## config.mk

```make
export PLATFORM = sky130hd
export DESIGN_NAME = arc_conv_ctrl
export DESIGN_NICKNAME = d
export VERILOG_FILES = /design/src/core/arc_pkg.sv /design/src/core/arc_pin_sync.sv /design/src/core/arc_result_format.sv /design/src/core/arc_conv_ctrl.sv
export SDC_FILE = /design/constraint.sdc
export NUM_CORES = 1
export LEC_CHECK = 0
export BUFFER_PORTS_ARGS = -buffer_cell sky130_fd_sc_hd__buf_2
export CAP_MARGIN = 15
export CORE_ASPECT_RATIO = 0.7
export CORE_UTILIZATION = 50
export CTS_BUF_LIST = sky130_fd_sc_hd__clkbuf_16
export DETAILED_ROUTE_END_ITERATION = 16
export GPL_TIMING_DRIVEN = 0
export PLACE_DENSITY = 0.77
export SETUP_SLACK_MARGIN = 0.05
export SYNTH_ARGS = -nofsm -noshare
export SYNTH_HDL_FRONTEND = slang
export SYNTH_SLANG_ARGS = --single-unit
```

## constraint.sdc

```tcl
create_clock -name core_clk_i -period 3.6 [get_ports core_clk_i]
set_input_delay 0.72 -clock core_clk_i [delete_from_list [all_inputs] [get_ports core_clk_i]]
set_output_delay 0.72 -clock core_clk_i [all_outputs]
set_load 0.02 [all_outputs]
```

## src/core/arc_pkg.sv

```systemverilog
// package: constants, types and carriers of the converter control block
// Notes on behaviour
// - single-ended result is unsigned 10-bit code
// - overrange single-ended input saturates at top code
// - differential result is 10-bit two's complement
// - result sign bit set means negative difference
// - result bytes readable once done flag set
// - four reference sources are selectable
// - halted cpu in quiet sleep starts conversion
// - completion wakes cpu and requests interrupt
// - earlier wake still gets completion request later
// - cpu stays awake until next sleep
// - converter stays powered in other sleep modes
// - reference field 00 pin, 01 supply, 10/11 internal
// - completion writes result, sets flag, clears start
// - left adjust takes effect immediately
package arc_pkg;

    // ****************************************************
    // register map, byte addresses
    // ****************************************************
    localparam logic [7:0] ADDR_CTRL = 8'h00;
    localparam logic [7:0] ADDR_SEL = 8'h04;
    localparam logic [7:0] ADDR_RES_LO = 8'h08;
    localparam logic [7:0] ADDR_RES_HI = 8'h0c;

    // control register fields
    localparam int CTRL_EN_BIT = 0;
    localparam int CTRL_START_BIT = 1;
    localparam int CTRL_IE_BIT = 2;
    localparam int CTRL_DONE_BIT = 3;
    localparam int CTRL_BUSY_BIT = 4;

    // selection register fields
    localparam int SEL_REF_LSB = 0;
    localparam int SEL_LADJ_BIT = 2;
    localparam int SEL_DIFF_BIT = 3;

    // ****************************************************
    // result layout
    // ****************************************************
    localparam int RES_W = 10;
    localparam int RES_MSB = 9;
    localparam int LADJ_SHIFT = 6;
    localparam logic [RES_W-1:0] RES_TOP = 10'h3ff;
    localparam logic [RES_W-1:0] RES_ZERO = 10'h000;
    localparam logic [RES_W-1:0] RES_ONE = 10'h001;
    localparam logic [3:0] RES_TOP_IDX = 4'h9;

    // reference select codes
    typedef enum logic [1:0] {
        ARC_REF_PIN = 2'h0,
        ARC_REF_SUPPLY = 2'h1,
        ARC_REF_1V1 = 2'h2,
        ARC_REF_2V56 = 2'h3
    } arc_ref_t;

    // sleep mode reported by the sleep controller
    typedef enum logic [1:0] {
        ARC_SLP_ACTIVE = 2'h0,
        ARC_SLP_IDLE = 2'h1,
        ARC_SLP_NOISE = 2'h2,
        ARC_SLP_OTHER = 2'h3
    } arc_sleep_t;

    // ****************************************************
    // timing
    // ****************************************************
    localparam int CLK_PERIOD_PS = 4000;
    localparam int BIT_SETTLE_NS = 16;
    localparam int INIT_SETTLE_NS = 200;
    localparam int BIT_SETTLE_CYC = (BIT_SETTLE_NS * 1000 + CLK_PERIOD_PS - 1) / CLK_PERIOD_PS;
    localparam int INIT_SETTLE_CYC = (INIT_SETTLE_NS * 1000 + CLK_PERIOD_PS - 1) / CLK_PERIOD_PS;
    localparam int SETTLE_W = 8;
    localparam logic [SETTLE_W-1:0] BIT_SETTLE = SETTLE_W'(BIT_SETTLE_CYC);
    localparam logic [SETTLE_W-1:0] INIT_SETTLE = SETTLE_W'(INIT_SETTLE_CYC);
    localparam logic [SETTLE_W-1:0] SETTLE_ONE = 8'h01;

    // ****************************************************
    // carriers
    // ****************************************************
    typedef enum {
        ARC_CV_IDLE,
        ARC_CV_SETTLE,
        ARC_CV_DONE
    } arc_conv_st_t;

    typedef struct packed {
        logic cyc;
        logic stb;
        logic we;
        logic [3:0] sel;
        logic [7:0] adr;
        logic [31:0] dat;
    } arc_wb_req_t;

    typedef struct packed {
        logic [7:0] lo;
        logic [7:0] hi;
    } arc_res_pair_t;

endpackage : arc_pkg

```

## src/core/arc_pin_sync.sv

```systemverilog
// three-stage synchroniser with agreement filter for an asynchronous pin
`timescale 1ns/1ps
module arc_pin_sync (
    input wire logic core_clk_i,
    input wire logic srst_i,
    input wire logic pin_i,
    output logic level_o
);

    typedef struct packed {
        logic s1;
        logic s2;
        logic s3;
        logic level;
    } arc_sync_st_t;

    arc_sync_st_t st_ff;
    arc_sync_st_t nxt_st;

    always_comb
    begin
        nxt_st = st_ff;
        nxt_st.s1 = pin_i;
        nxt_st.s2 = st_ff.s1;
        nxt_st.s3 = st_ff.s2;
        // change counts only once stages two and three agree
        if (st_ff.s2 == st_ff.s3)
        begin
            nxt_st.level = st_ff.s3;
        end
    end

    always_ff @(posedge core_clk_i)
    begin
        if (srst_i)
        begin
            st_ff <= '0;
        end
        else
        begin
            st_ff <= nxt_st;
        end
    end

    assign level_o = st_ff.level;

endmodule : arc_pin_sync

```

## src/core/arc_result_format.sv

```systemverilog
// registered justification of the 10-bit result into the byte pair
`timescale 1ns/1ps
module arc_result_format (
    input wire logic core_clk_i,
    input wire logic srst_i,
    input wire logic [arc_pkg::RES_W-1:0] result_i,
    input wire logic left_adjust_result_i,
    output arc_pkg::arc_res_pair_t pair_o
);

    typedef struct packed {
        arc_pkg::arc_res_pair_t pair;
    } arc_fmt_st_t;

    arc_fmt_st_t st_ff;
    arc_fmt_st_t nxt_st;
    logic [15:0] word;

    always_comb
    begin
        nxt_st = st_ff;
        if (left_adjust_result_i)
        begin
            word = {result_i, 6'h00};
        end
        else
        begin
            word = {6'h00, result_i};
        end
        // follows the adjust bit every cycle, also mid-conversion
        nxt_st.pair.lo = word[7:0];
        nxt_st.pair.hi = word[15:8];
    end

    always_ff @(posedge core_clk_i)
    begin
        if (srst_i)
        begin
            st_ff <= '0;
        end
        else
        begin
            st_ff <= nxt_st;
        end
    end

    assign pair_o = st_ff.pair;

endmodule : arc_result_format

```

## src/core/arc_conv_ctrl.sv

```systemverilog
// converter control: wishbone registers, successive approximation, sleep start
`timescale 1ns/1ps
module arc_conv_ctrl (
    input wire logic core_clk_i,
    input wire logic srst_i,
    input wire logic wb_cyc_i,
    input wire logic wb_stb_i,
    input wire logic wb_we_i,
    input wire logic [3:0] wb_sel_i,
    input wire logic [7:0] wb_adr_i,
    input wire logic [31:0] wb_dat_i,
    output logic [31:0] wb_dat_o,
    output logic wb_ack_o,
    input wire logic comparator_i,
    input wire logic [1:0] sleep_mode_i,
    input wire logic cpu_halted_i,
    output logic [arc_pkg::RES_W-1:0] dac_code_o,
    output logic [1:0] reference_select_o,
    output logic diff_select_o,
    output logic sample_hold_o,
    output logic converter_power_o,
    output logic conv_irq_o,
    output logic cpu_wake_o
);

    // ****************************************************
    // state
    // ****************************************************
    typedef struct packed {
        logic ack;
        logic [31:0] rdata;
        logic converter_enable;
        logic start_conversion_bit;
        logic irq_enable;
        logic conversion_done_flag;
        logic [1:0] ref_req;
        logic left_adjust_result;
        logic diff_req;
        logic [1:0] ref_act;
        logic diff_act;
        arc_pkg::arc_conv_st_t cv;
        logic [3:0] bit_idx;
        logic [arc_pkg::SETTLE_W-1:0] settle;
        logic [arc_pkg::RES_W-1:0] trial;
        logic [arc_pkg::RES_W-1:0] result;
        logic first_pending;
        logic halted_d;
        logic sleep_conv;
        logic wake;
        logic irq;
        logic hold;
    } arc_ctrl_st_t;

    arc_ctrl_st_t st_ff;
    arc_ctrl_st_t nxt_st;

    arc_pkg::arc_wb_req_t req;
    arc_pkg::arc_res_pair_t pair;
    logic cmp_level;
    logic bus_hit;
    logic wr_ctrl;
    logic wr_sel;
    logic done_evt;
    logic quiet_sleep;
    logic halt_rise;
    logic [arc_pkg::RES_W-1:0] onehot;
    logic [arc_pkg::RES_W-1:0] decided;
    logic [arc_pkg::RES_W-1:0] formatted;

    assign req.cyc = wb_cyc_i;
    assign req.stb = wb_stb_i;
    assign req.we = wb_we_i;
    assign req.sel = wb_sel_i;
    assign req.adr = wb_adr_i;
    assign req.dat = wb_dat_i;

    // ****************************************************
    // submodules
    // ****************************************************
    arc_pin_sync u_cmp_sync (
        .core_clk_i(core_clk_i),
        .srst_i(srst_i),
        .pin_i(comparator_i),
        .level_o(cmp_level)
    );

    arc_result_format u_format (
        .core_clk_i(core_clk_i),
        .srst_i(srst_i),
        .result_i(st_ff.result),
        .left_adjust_result_i(st_ff.left_adjust_result),
        .pair_o(pair)
    );

    // ****************************************************
    // next state
    // ****************************************************
    always_comb
    begin
        nxt_st = st_ff;
        onehot = arc_pkg::RES_ONE << st_ff.bit_idx;
        decided = st_ff.trial;
        formatted = st_ff.trial;
        done_evt = 1'b0;
        bus_hit = req.cyc && req.stb && !st_ff.ack;
        wr_ctrl = bus_hit && req.we && req.sel[0] && (req.adr == arc_pkg::ADDR_CTRL);
        wr_sel = bus_hit && req.we && req.sel[0] && (req.adr == arc_pkg::ADDR_SEL);
        quiet_sleep = (sleep_mode_i == arc_pkg::ARC_SLP_IDLE)
            || (sleep_mode_i == arc_pkg::ARC_SLP_NOISE);
        halt_rise = cpu_halted_i && !st_ff.halted_d;
        nxt_st.halted_d = cpu_halted_i;
        nxt_st.wake = 1'b0;

        // ------------------------------------------------
        // bus slave: one-cycle ack, zero for unmapped
        // ------------------------------------------------
        nxt_st.ack = bus_hit;
        nxt_st.rdata = '0;
        if (bus_hit && !req.we)
        begin
            case (req.adr)
                arc_pkg::ADDR_CTRL:
                begin
                    nxt_st.rdata[arc_pkg::CTRL_EN_BIT] = st_ff.converter_enable;
                    nxt_st.rdata[arc_pkg::CTRL_START_BIT] = st_ff.start_conversion_bit;
                    nxt_st.rdata[arc_pkg::CTRL_IE_BIT] = st_ff.irq_enable;
                    nxt_st.rdata[arc_pkg::CTRL_DONE_BIT] = st_ff.conversion_done_flag;
                    nxt_st.rdata[arc_pkg::CTRL_BUSY_BIT] = (st_ff.cv != arc_pkg::ARC_CV_IDLE);
                end
                arc_pkg::ADDR_SEL:
                begin
                    nxt_st.rdata[arc_pkg::SEL_REF_LSB +: 2] = st_ff.ref_req;
                    nxt_st.rdata[arc_pkg::SEL_LADJ_BIT] = st_ff.left_adjust_result;
                    nxt_st.rdata[arc_pkg::SEL_DIFF_BIT] = st_ff.diff_req;
                end
                arc_pkg::ADDR_RES_LO:
                begin
                    nxt_st.rdata[7:0] = pair.lo;
                end
                arc_pkg::ADDR_RES_HI:
                begin
                    nxt_st.rdata[7:0] = pair.hi;
                end
                default:
                begin
                    nxt_st.rdata = '0;
                end
            endcase
        end

        // ------------------------------------------------
        // register writes
        // ------------------------------------------------
        if (wr_sel)
        begin
            nxt_st.ref_req = req.dat[arc_pkg::SEL_REF_LSB +: 2];
            nxt_st.left_adjust_result = req.dat[arc_pkg::SEL_LADJ_BIT];
            nxt_st.diff_req = req.dat[arc_pkg::SEL_DIFF_BIT];
        end
        if (wr_ctrl)
        begin
            nxt_st.converter_enable = req.dat[arc_pkg::CTRL_EN_BIT];
            nxt_st.irq_enable = req.dat[arc_pkg::CTRL_IE_BIT];
            if (req.dat[arc_pkg::CTRL_START_BIT] && req.dat[arc_pkg::CTRL_EN_BIT])
            begin
                nxt_st.start_conversion_bit = 1'b1;
            end
            if (req.dat[arc_pkg::CTRL_DONE_BIT])
            begin
                nxt_st.conversion_done_flag = 1'b0;
            end
            if (req.dat[arc_pkg::CTRL_EN_BIT] && !st_ff.converter_enable)
            begin
                nxt_st.first_pending = 1'b1;
            end
        end

        // ------------------------------------------------
        // automatic start when the cpu halts in quiet sleep
        // ------------------------------------------------
        // only the halt edge arms it, so a woken cpu is not re-slept
        if (halt_rise && quiet_sleep && st_ff.converter_enable
            && (st_ff.cv == arc_pkg::ARC_CV_IDLE) && !st_ff.start_conversion_bit)
        begin
            nxt_st.start_conversion_bit = 1'b1;
            nxt_st.sleep_conv = 1'b1;
        end

        // reference and input type follow the request while idle
        if (st_ff.cv == arc_pkg::ARC_CV_IDLE)
        begin
            nxt_st.ref_act = st_ff.ref_req;
            nxt_st.diff_act = st_ff.diff_req;
        end

        // ------------------------------------------------
        // successive approximation
        // ------------------------------------------------
        case (st_ff.cv)
            arc_pkg::ARC_CV_IDLE:
            begin
                nxt_st.hold = 1'b0;
                if (st_ff.start_conversion_bit && st_ff.converter_enable)
                begin
                    nxt_st.cv = arc_pkg::ARC_CV_SETTLE;
                    nxt_st.bit_idx = arc_pkg::RES_TOP_IDX;
                    nxt_st.trial = arc_pkg::RES_ONE << arc_pkg::RES_TOP_IDX;
                    nxt_st.hold = 1'b1;
                    nxt_st.ref_act = st_ff.ref_req;
                    nxt_st.diff_act = st_ff.diff_req;
                    nxt_st.first_pending = 1'b0;
                    if (st_ff.first_pending)
                    begin
                        nxt_st.settle = arc_pkg::INIT_SETTLE;
                    end
                    else
                    begin
                        nxt_st.settle = arc_pkg::BIT_SETTLE;
                    end
                end
            end
            arc_pkg::ARC_CV_SETTLE:
            begin
                if (!st_ff.converter_enable)
                begin
                    nxt_st.cv = arc_pkg::ARC_CV_IDLE;
                    nxt_st.start_conversion_bit = 1'b0;
                    nxt_st.sleep_conv = 1'b0;
                    nxt_st.hold = 1'b0;
                end
                // count down to zero: the filtered comparator trails the trial by four edges
                else if (st_ff.settle != '0)
                begin
                    nxt_st.settle = st_ff.settle - arc_pkg::SETTLE_ONE;
                end
                else
                begin
                    // a high comparator keeps the trial bit, so overrange
                    // inputs settle on the top code instead of wrapping
                    if (!cmp_level)
                    begin
                        decided = st_ff.trial & ~onehot;
                    end
                    nxt_st.trial = decided;
                    if (st_ff.bit_idx == 4'h0)
                    begin
                        nxt_st.cv = arc_pkg::ARC_CV_DONE;
                    end
                    else
                    begin
                        nxt_st.bit_idx = st_ff.bit_idx - 4'h1;
                        nxt_st.trial = decided | (onehot >> 1);
                        nxt_st.settle = arc_pkg::BIT_SETTLE;
                    end
                end
            end
            arc_pkg::ARC_CV_DONE:
            begin
                // differential search runs in offset binary; flip the msb
                if (st_ff.diff_act)
                begin
                    formatted[arc_pkg::RES_MSB] = ~st_ff.trial[arc_pkg::RES_MSB];
                end
                nxt_st.result = formatted;
                nxt_st.conversion_done_flag = 1'b1;
                nxt_st.start_conversion_bit = 1'b0;
                nxt_st.cv = arc_pkg::ARC_CV_IDLE;
                nxt_st.hold = 1'b0;
                nxt_st.ref_act = st_ff.ref_req;
                nxt_st.diff_act = st_ff.diff_req;
                done_evt = 1'b1;
                nxt_st.sleep_conv = 1'b0;
                if (st_ff.sleep_conv && cpu_halted_i)
                begin
                    nxt_st.wake = 1'b1;
                end
            end
            default:
            begin
                nxt_st.cv = arc_pkg::ARC_CV_IDLE;
            end
        endcase

        // set wins over a clear in the same cycle
        if (done_evt)
        begin
            nxt_st.conversion_done_flag = 1'b1;
        end

        // request stands while flag and enable are high, woken or not
        nxt_st.irq = nxt_st.conversion_done_flag && nxt_st.irq_enable;
    end

    // ****************************************************
    // registers
    // ****************************************************
    always_ff @(posedge core_clk_i)
    begin
        if (srst_i)
        begin
            st_ff <= '0;
            st_ff.cv <= arc_pkg::ARC_CV_IDLE;
        end
        else
        begin
            st_ff <= nxt_st;
        end
    end

    // ****************************************************
    // outputs
    // ****************************************************
    assign wb_dat_o = st_ff.rdata;
    assign wb_ack_o = st_ff.ack;
    assign dac_code_o = st_ff.trial;
    assign reference_select_o = st_ff.ref_act;
    assign diff_select_o = st_ff.diff_act;
    assign sample_hold_o = st_ff.hold;
    // power follows the enable only, whatever the sleep mode
    assign converter_power_o = st_ff.converter_enable;
    assign conv_irq_o = st_ff.irq;
    assign cpu_wake_o = st_ff.wake;

endmodule : arc_conv_ctrl

```

==> results.sh <==
export IMPL_run_status="complete, no violations"
export IMPL_final_hold_viol_count=0
export IMPL_synth_area_mux_share=0.06654
export IMPL_layout_worst_path_cycle_share=0.7070
export IMPL_worstSetupStartpointType="flip-flop"
export IMPL_post_cts_resize_count=0
export IMPL_drtIter0Drc=197
export IMPL_fin_setup_tns_ns=0
export IMPL_timing_final_crit_period_ns=2.545
export IMPL_worstSkewPairLatency_ns=0.34
export IMPL_power_density_over_the_cells_mw_per_mm2=404.2
export IMPL_ys_async_sr_fraction=0
export IMPL_critical_path_top_cell_by_count="sky130_fd_sc_hd__clkbuf_1"
export IMPL_synth_top_area_share=0.4075
export IMPL_antenna_cells_inserted=0
export IMPL_r2r_end="dac_code_o[9]"
export IMPL_cts_tree="done"
export IMPL_clk_transition_reported_paths_ns=0.06
export IMPL_synthToLayoutAreaGrowth_pct=18.05
export IMPL_clock_buffer_count_from_cts=9
export IMPL_grt_total_usage=0.2482
export IMPL_synth_simple_area_share=0.2015
export IMPL_setup_reg_to_reg_worst_slack_ns=1.05
export IMPL_vias_per_std_cell=5.507
export IMPL_max_slew_margin_rel=0.2568
export IMPL_dieArea_sq_mm=0.008224
export IMPL_yosys_area_share_adder=0.01592
export IMPL_cts_htree_levels=3
export IMPL_die_w_um=108.0
export IMPL_yosys_most_used_dff="sky130_fd_sc_hd__dfxtp_1"
export IMPL_worstPathArrival_ns=2.79
export IMPL_holdBufCountCts=0
export IMPL_cts_sink_count=80
export IMPL_ant_nets=0
export IMPL_drive_above_1_share=0.2351
export IMPL_final_setup_viol_count=0
export IMPL_power_static_leakage_nw=1.858
export IMPL_synth_top_family_by_area="simple AND/OR/NAND/NOR gates"
export IMPL_reg2regPathDepth=8
export IMPL_fin_area_sq_mm=0.004639
export IMPL_synth_yosys_warnings=0
export IMPL_design_final_nets=574
export IMPL_multiInputGateArea_sq_mm=0.001906
export IMPL_placement_io_buffers=45
export IMPL_area_of_the_core_sq_mm=0.007450
export IMPL_grt_overflow_total=0
export IMPL_io_pins=103
export IMPL_dpl_instance_area_sq_mm=0.004364
export IMPL_max_clock_freq_mhz=392.9
export IMPL_critPathKind="reg -> reg"
export IMPL_crit_slowest_cell="sky130_fd_sc_hd__mux2_2"
export IMPL_p_total_mw=1.875
export IMPL_vdd_ir_drop_worst_mv=0.2867
export IMPL_via_count=3398
export IMPL_drt_pass1_iterations=5
export IMPL_die_height_um=76.18
export IMPL_floorplan_rows=26
export IMPL_fillers=639
export IMPL_path_cells="inv_2 -> ha_1 -> clkbuf_1 -> mux2_2 -> nand2_1 -> clkbuf_1 -> nor2_1 -> a311oi_1"
export IMPL_cpPeakStageDelay_ns=0.42
export IMPL_post_synth_edffs=0
export IMPL_postLayoutSetupSlackWorst_ns=1.055
export IMPL_synth_yosys_seq_area_share=0.4075
export IMPL_clk_root_buffer_cell="sky130_fd_sc_hd__clkbuf_16"
export IMPL_post_cts_repair_setup_buffers=0
export IMPL_post_synth_instance_area_sq_mm=0.003930
export IMPL_critPathCaptureType="flip-flop"
export IMPL_flops_latches_synth=80
export IMPL_place_worst_setup_slack_ns=1.050
export IMPL_rsz0062_at_grt="false"
export IMPL_hpwlAfterDp_mm=7.089
export IMPL_synth_compound_area_frac=0.1735
export IMPL_final_core_util=0.6228
export IMPL_worstHoldEndpoint="wb_ack_o"
export IMPL_worst_path_max_fanout=10
export IMPL_antenna_found_initial=0
export IMPL_synthesis_instances=437
export IMPL_post_drt_wl_per_cell_um=15.74
export IMPL_grt_start_max_net_pins=13
export IMPL_synth_xor_xnor_area_share=0.004457
export IMPL_clock_skew_after_layout_ns=0.003553
export IMPL_postSynthAreaPerCell_sq_um=8.993
export IMPL_report_final_slew_viol_count=0
export IMPL_initial_core_util=0.5275
export IMPL_synth_top_cells_by_area="sky130_fd_sc_hd__dfxtp_1, sky130_fd_sc_hd__buf_4, sky130_fd_sc_hd__mux2i_1"
export IMPL_first_global_vias=3079
export IMPL_hold_path_startpoint="wb_ack_o"
export IMPL_drc_errors=0
export IMPL_rr_startpoint="st_ff[38]"
export IMPL_first_pass_grt_wire_length_mm=15.59
export IMPL_hold_depth=1
export IMPL_yosys_cell_types_count=67
export IMPL_min_delay_path_class="reg -> reg"
export IMPL_cts_path_max_buffers=2
export IMPL_regArea_sq_mm=0.001602
export IMPL_tightest_slew_ns=1.105
export IMPL_routed_wirelength_mm=9.710
export IMPL_critPathTopFamily="buffers and inverters"
export IMPL_gp_routability_congestion=0.8757
export IMPL_timing_critical_path_buf_inv=3
export IMPL_cell_type_with_the_highest_aggregate_area_in_the_netlist="sky130_fd_sc_hd__dfxtp_1"
export IMPL_maxCapViolCount=0
export IMPL_critical_path_required_ns=3.85
final cells by class:
type                    instances  area share
multi-input cells             291      0.4107
flip-flops and latches         80      0.3452
plain buffers                  73     0.09682
clock buffers                   9     0.04854
repair buffers                 45     0.04854
well taps                      98     0.02643
inverters                      16     0.01294
clock inverters                 5     0.01079
power breakdown:
part / internal [mW] / switching (mW)
Combinational: 0.0439 / 0.0708
Clock: 0.523 / 0.345
Sequential: 0.890 / 0.00271
state kept, by name, indices dropped and copies added, names as in the netlist:
name / cells
u_cmp_sync.level_o: 1
wb_ack_o: 1
reference_select_o: 2
u_format.pair_o: 16
converter_power_o: 1
st_ff: 34
conv_irq_o: 1
dac_code_o: 10
sample_hold_o: 1
cpu_wake_o: 1
u_cmp_sync.nxt_st: 2
wb_dat_o: 8
u_cmp_sync.st_ff: 1
diff_select_o: 1
synth_stat cells, types with 3 or more instances:
cell	instances
sky130_fd_sc_hd__mux4_2	4
sky130_fd_sc_hd__o21ai_1	18
sky130_fd_sc_hd__and2_1	13
sky130_fd_sc_hd__a22oi_1	3
sky130_fd_sc_hd__ha_1	5
sky130_fd_sc_hd__a31oi_1	4
sky130_fd_sc_hd__a32o_1	3
sky130_fd_sc_hd__o2bb2ai_1	3
sky130_fd_sc_hd__nand4b_1	4
sky130_fd_sc_hd__nor2b_1	12
sky130_fd_sc_hd__clkbuf_1	22
sky130_fd_sc_hd__mux2i_1	16
sky130_fd_sc_hd__nor2_1	35
sky130_fd_sc_hd__a211oi_1	5
sky130_fd_sc_hd__nand2_1	15
sky130_fd_sc_hd__buf_1	4
sky130_fd_sc_hd__buf_4	44
sky130_fd_sc_hd__a21o_1	3
sky130_fd_sc_hd__dfxtp_1	80
sky130_fd_sc_hd__o31ai_1	3
sky130_fd_sc_hd__o211ai_1	3
sky130_fd_sc_hd__o31a_1	3
sky130_fd_sc_hd__a21oi_1	27
sky130_fd_sc_hd__nor3_1	6
sky130_fd_sc_hd__inv_2	4
sky130_fd_sc_hd__o21ai_0	9
sky130_fd_sc_hd__nand4_1	4
sky130_fd_sc_hd__inv_1	12
sky130_fd_sc_hd__nand3_1	17
worst register-to-register path, stage by stage (launching register included):
cell and delay, ns:
sky130_fd_sc_hd__dfxtp_1 0.36, sky130_fd_sc_hd__inv_2 0.11, sky130_fd_sc_hd__ha_1 0.15, sky130_fd_sc_hd__clkbuf_1 0.37, sky130_fd_sc_hd__mux2_2 0.42, sky130_fd_sc_hd__nand2_1 0.15, sky130_fd_sc_hd__clkbuf_1 0.41, sky130_fd_sc_hd__nor2_1 0.21
sky130_fd_sc_hd__a311oi_1 0.27
layout by cell type, fill, tap and decap left out, types with 6 or more instances in the layout:
cell type	n
sky130_fd_sc_hd__nand3_1	17
sky130_fd_sc_hd__buf_2	47
sky130_fd_sc_hd__o21ai_0	9
sky130_fd_sc_hd__mux2i_1	16
sky130_fd_sc_hd__and2_1	13
sky130_fd_sc_hd__a21oi_1	27
sky130_fd_sc_hd__o21ai_1	18
sky130_fd_sc_hd__inv_1	12
sky130_fd_sc_hd__nor3_1	6
sky130_fd_sc_hd__clkbuf_16	9
sky130_fd_sc_hd__dfxtp_1	80
sky130_fd_sc_hd__buf_4	44
sky130_fd_sc_hd__conb_1	24
sky130_fd_sc_hd__nand2_1	15
sky130_fd_sc_hd__nor2_1	35
sky130_fd_sc_hd__nor2b_1	12
sky130_fd_sc_hd__clkbuf_1	22
metal layers:
metal  global-route usage  vias up  wire length [um]
met5                    0        -                 0
met4              0.08082        0               160
met3              0.09239       18              1003
met2               0.3478      175              4035
met1               0.3486     1552              4510
li1                     -     1653                 -
cells by family (layout without fill, tap and decap cells):
group                      after synthesis  count (layout)
other                                    1              24
muxes                                   21              21
DFF                                     80              80
buffers and inverters                   89             148
xor gates and xnor gates                 2               2
AOI/OAI and AO/OA                      102             102
adders and majority gates                5               5
and+or+nand+nor                        137             137
worst max path at each step:
stage | slack, ns | from | end | cells after the start
floorplan | 1.23 | wb_adr_i[1] | conv_irq_o | 5
CTS | 1.13 | st_ff[38] | dac_code_o[9] | 8
global placement | 1.05 | wb_adr_i[1] | conv_irq_o | 6
finish | 1.05 | st_ff[38] | dac_code_o[9] | 8
detailed placement | 1.05 | wb_adr_i[1] | conv_irq_o | 6
global route | 0.92 | st_ff[39] | dac_code_o[9] | 8
stage by stage:
step,cells,hold slack (ns)
3_5_place_dp,603,0.4392
6_report,617,0.4462
3_3_place_gp,603,0.4298
2_1_floorplan,460,0.4138
5_1_grt,617,0.4782
4_1_cts,617,0.4518
Power figures use the tool's default switching activity.
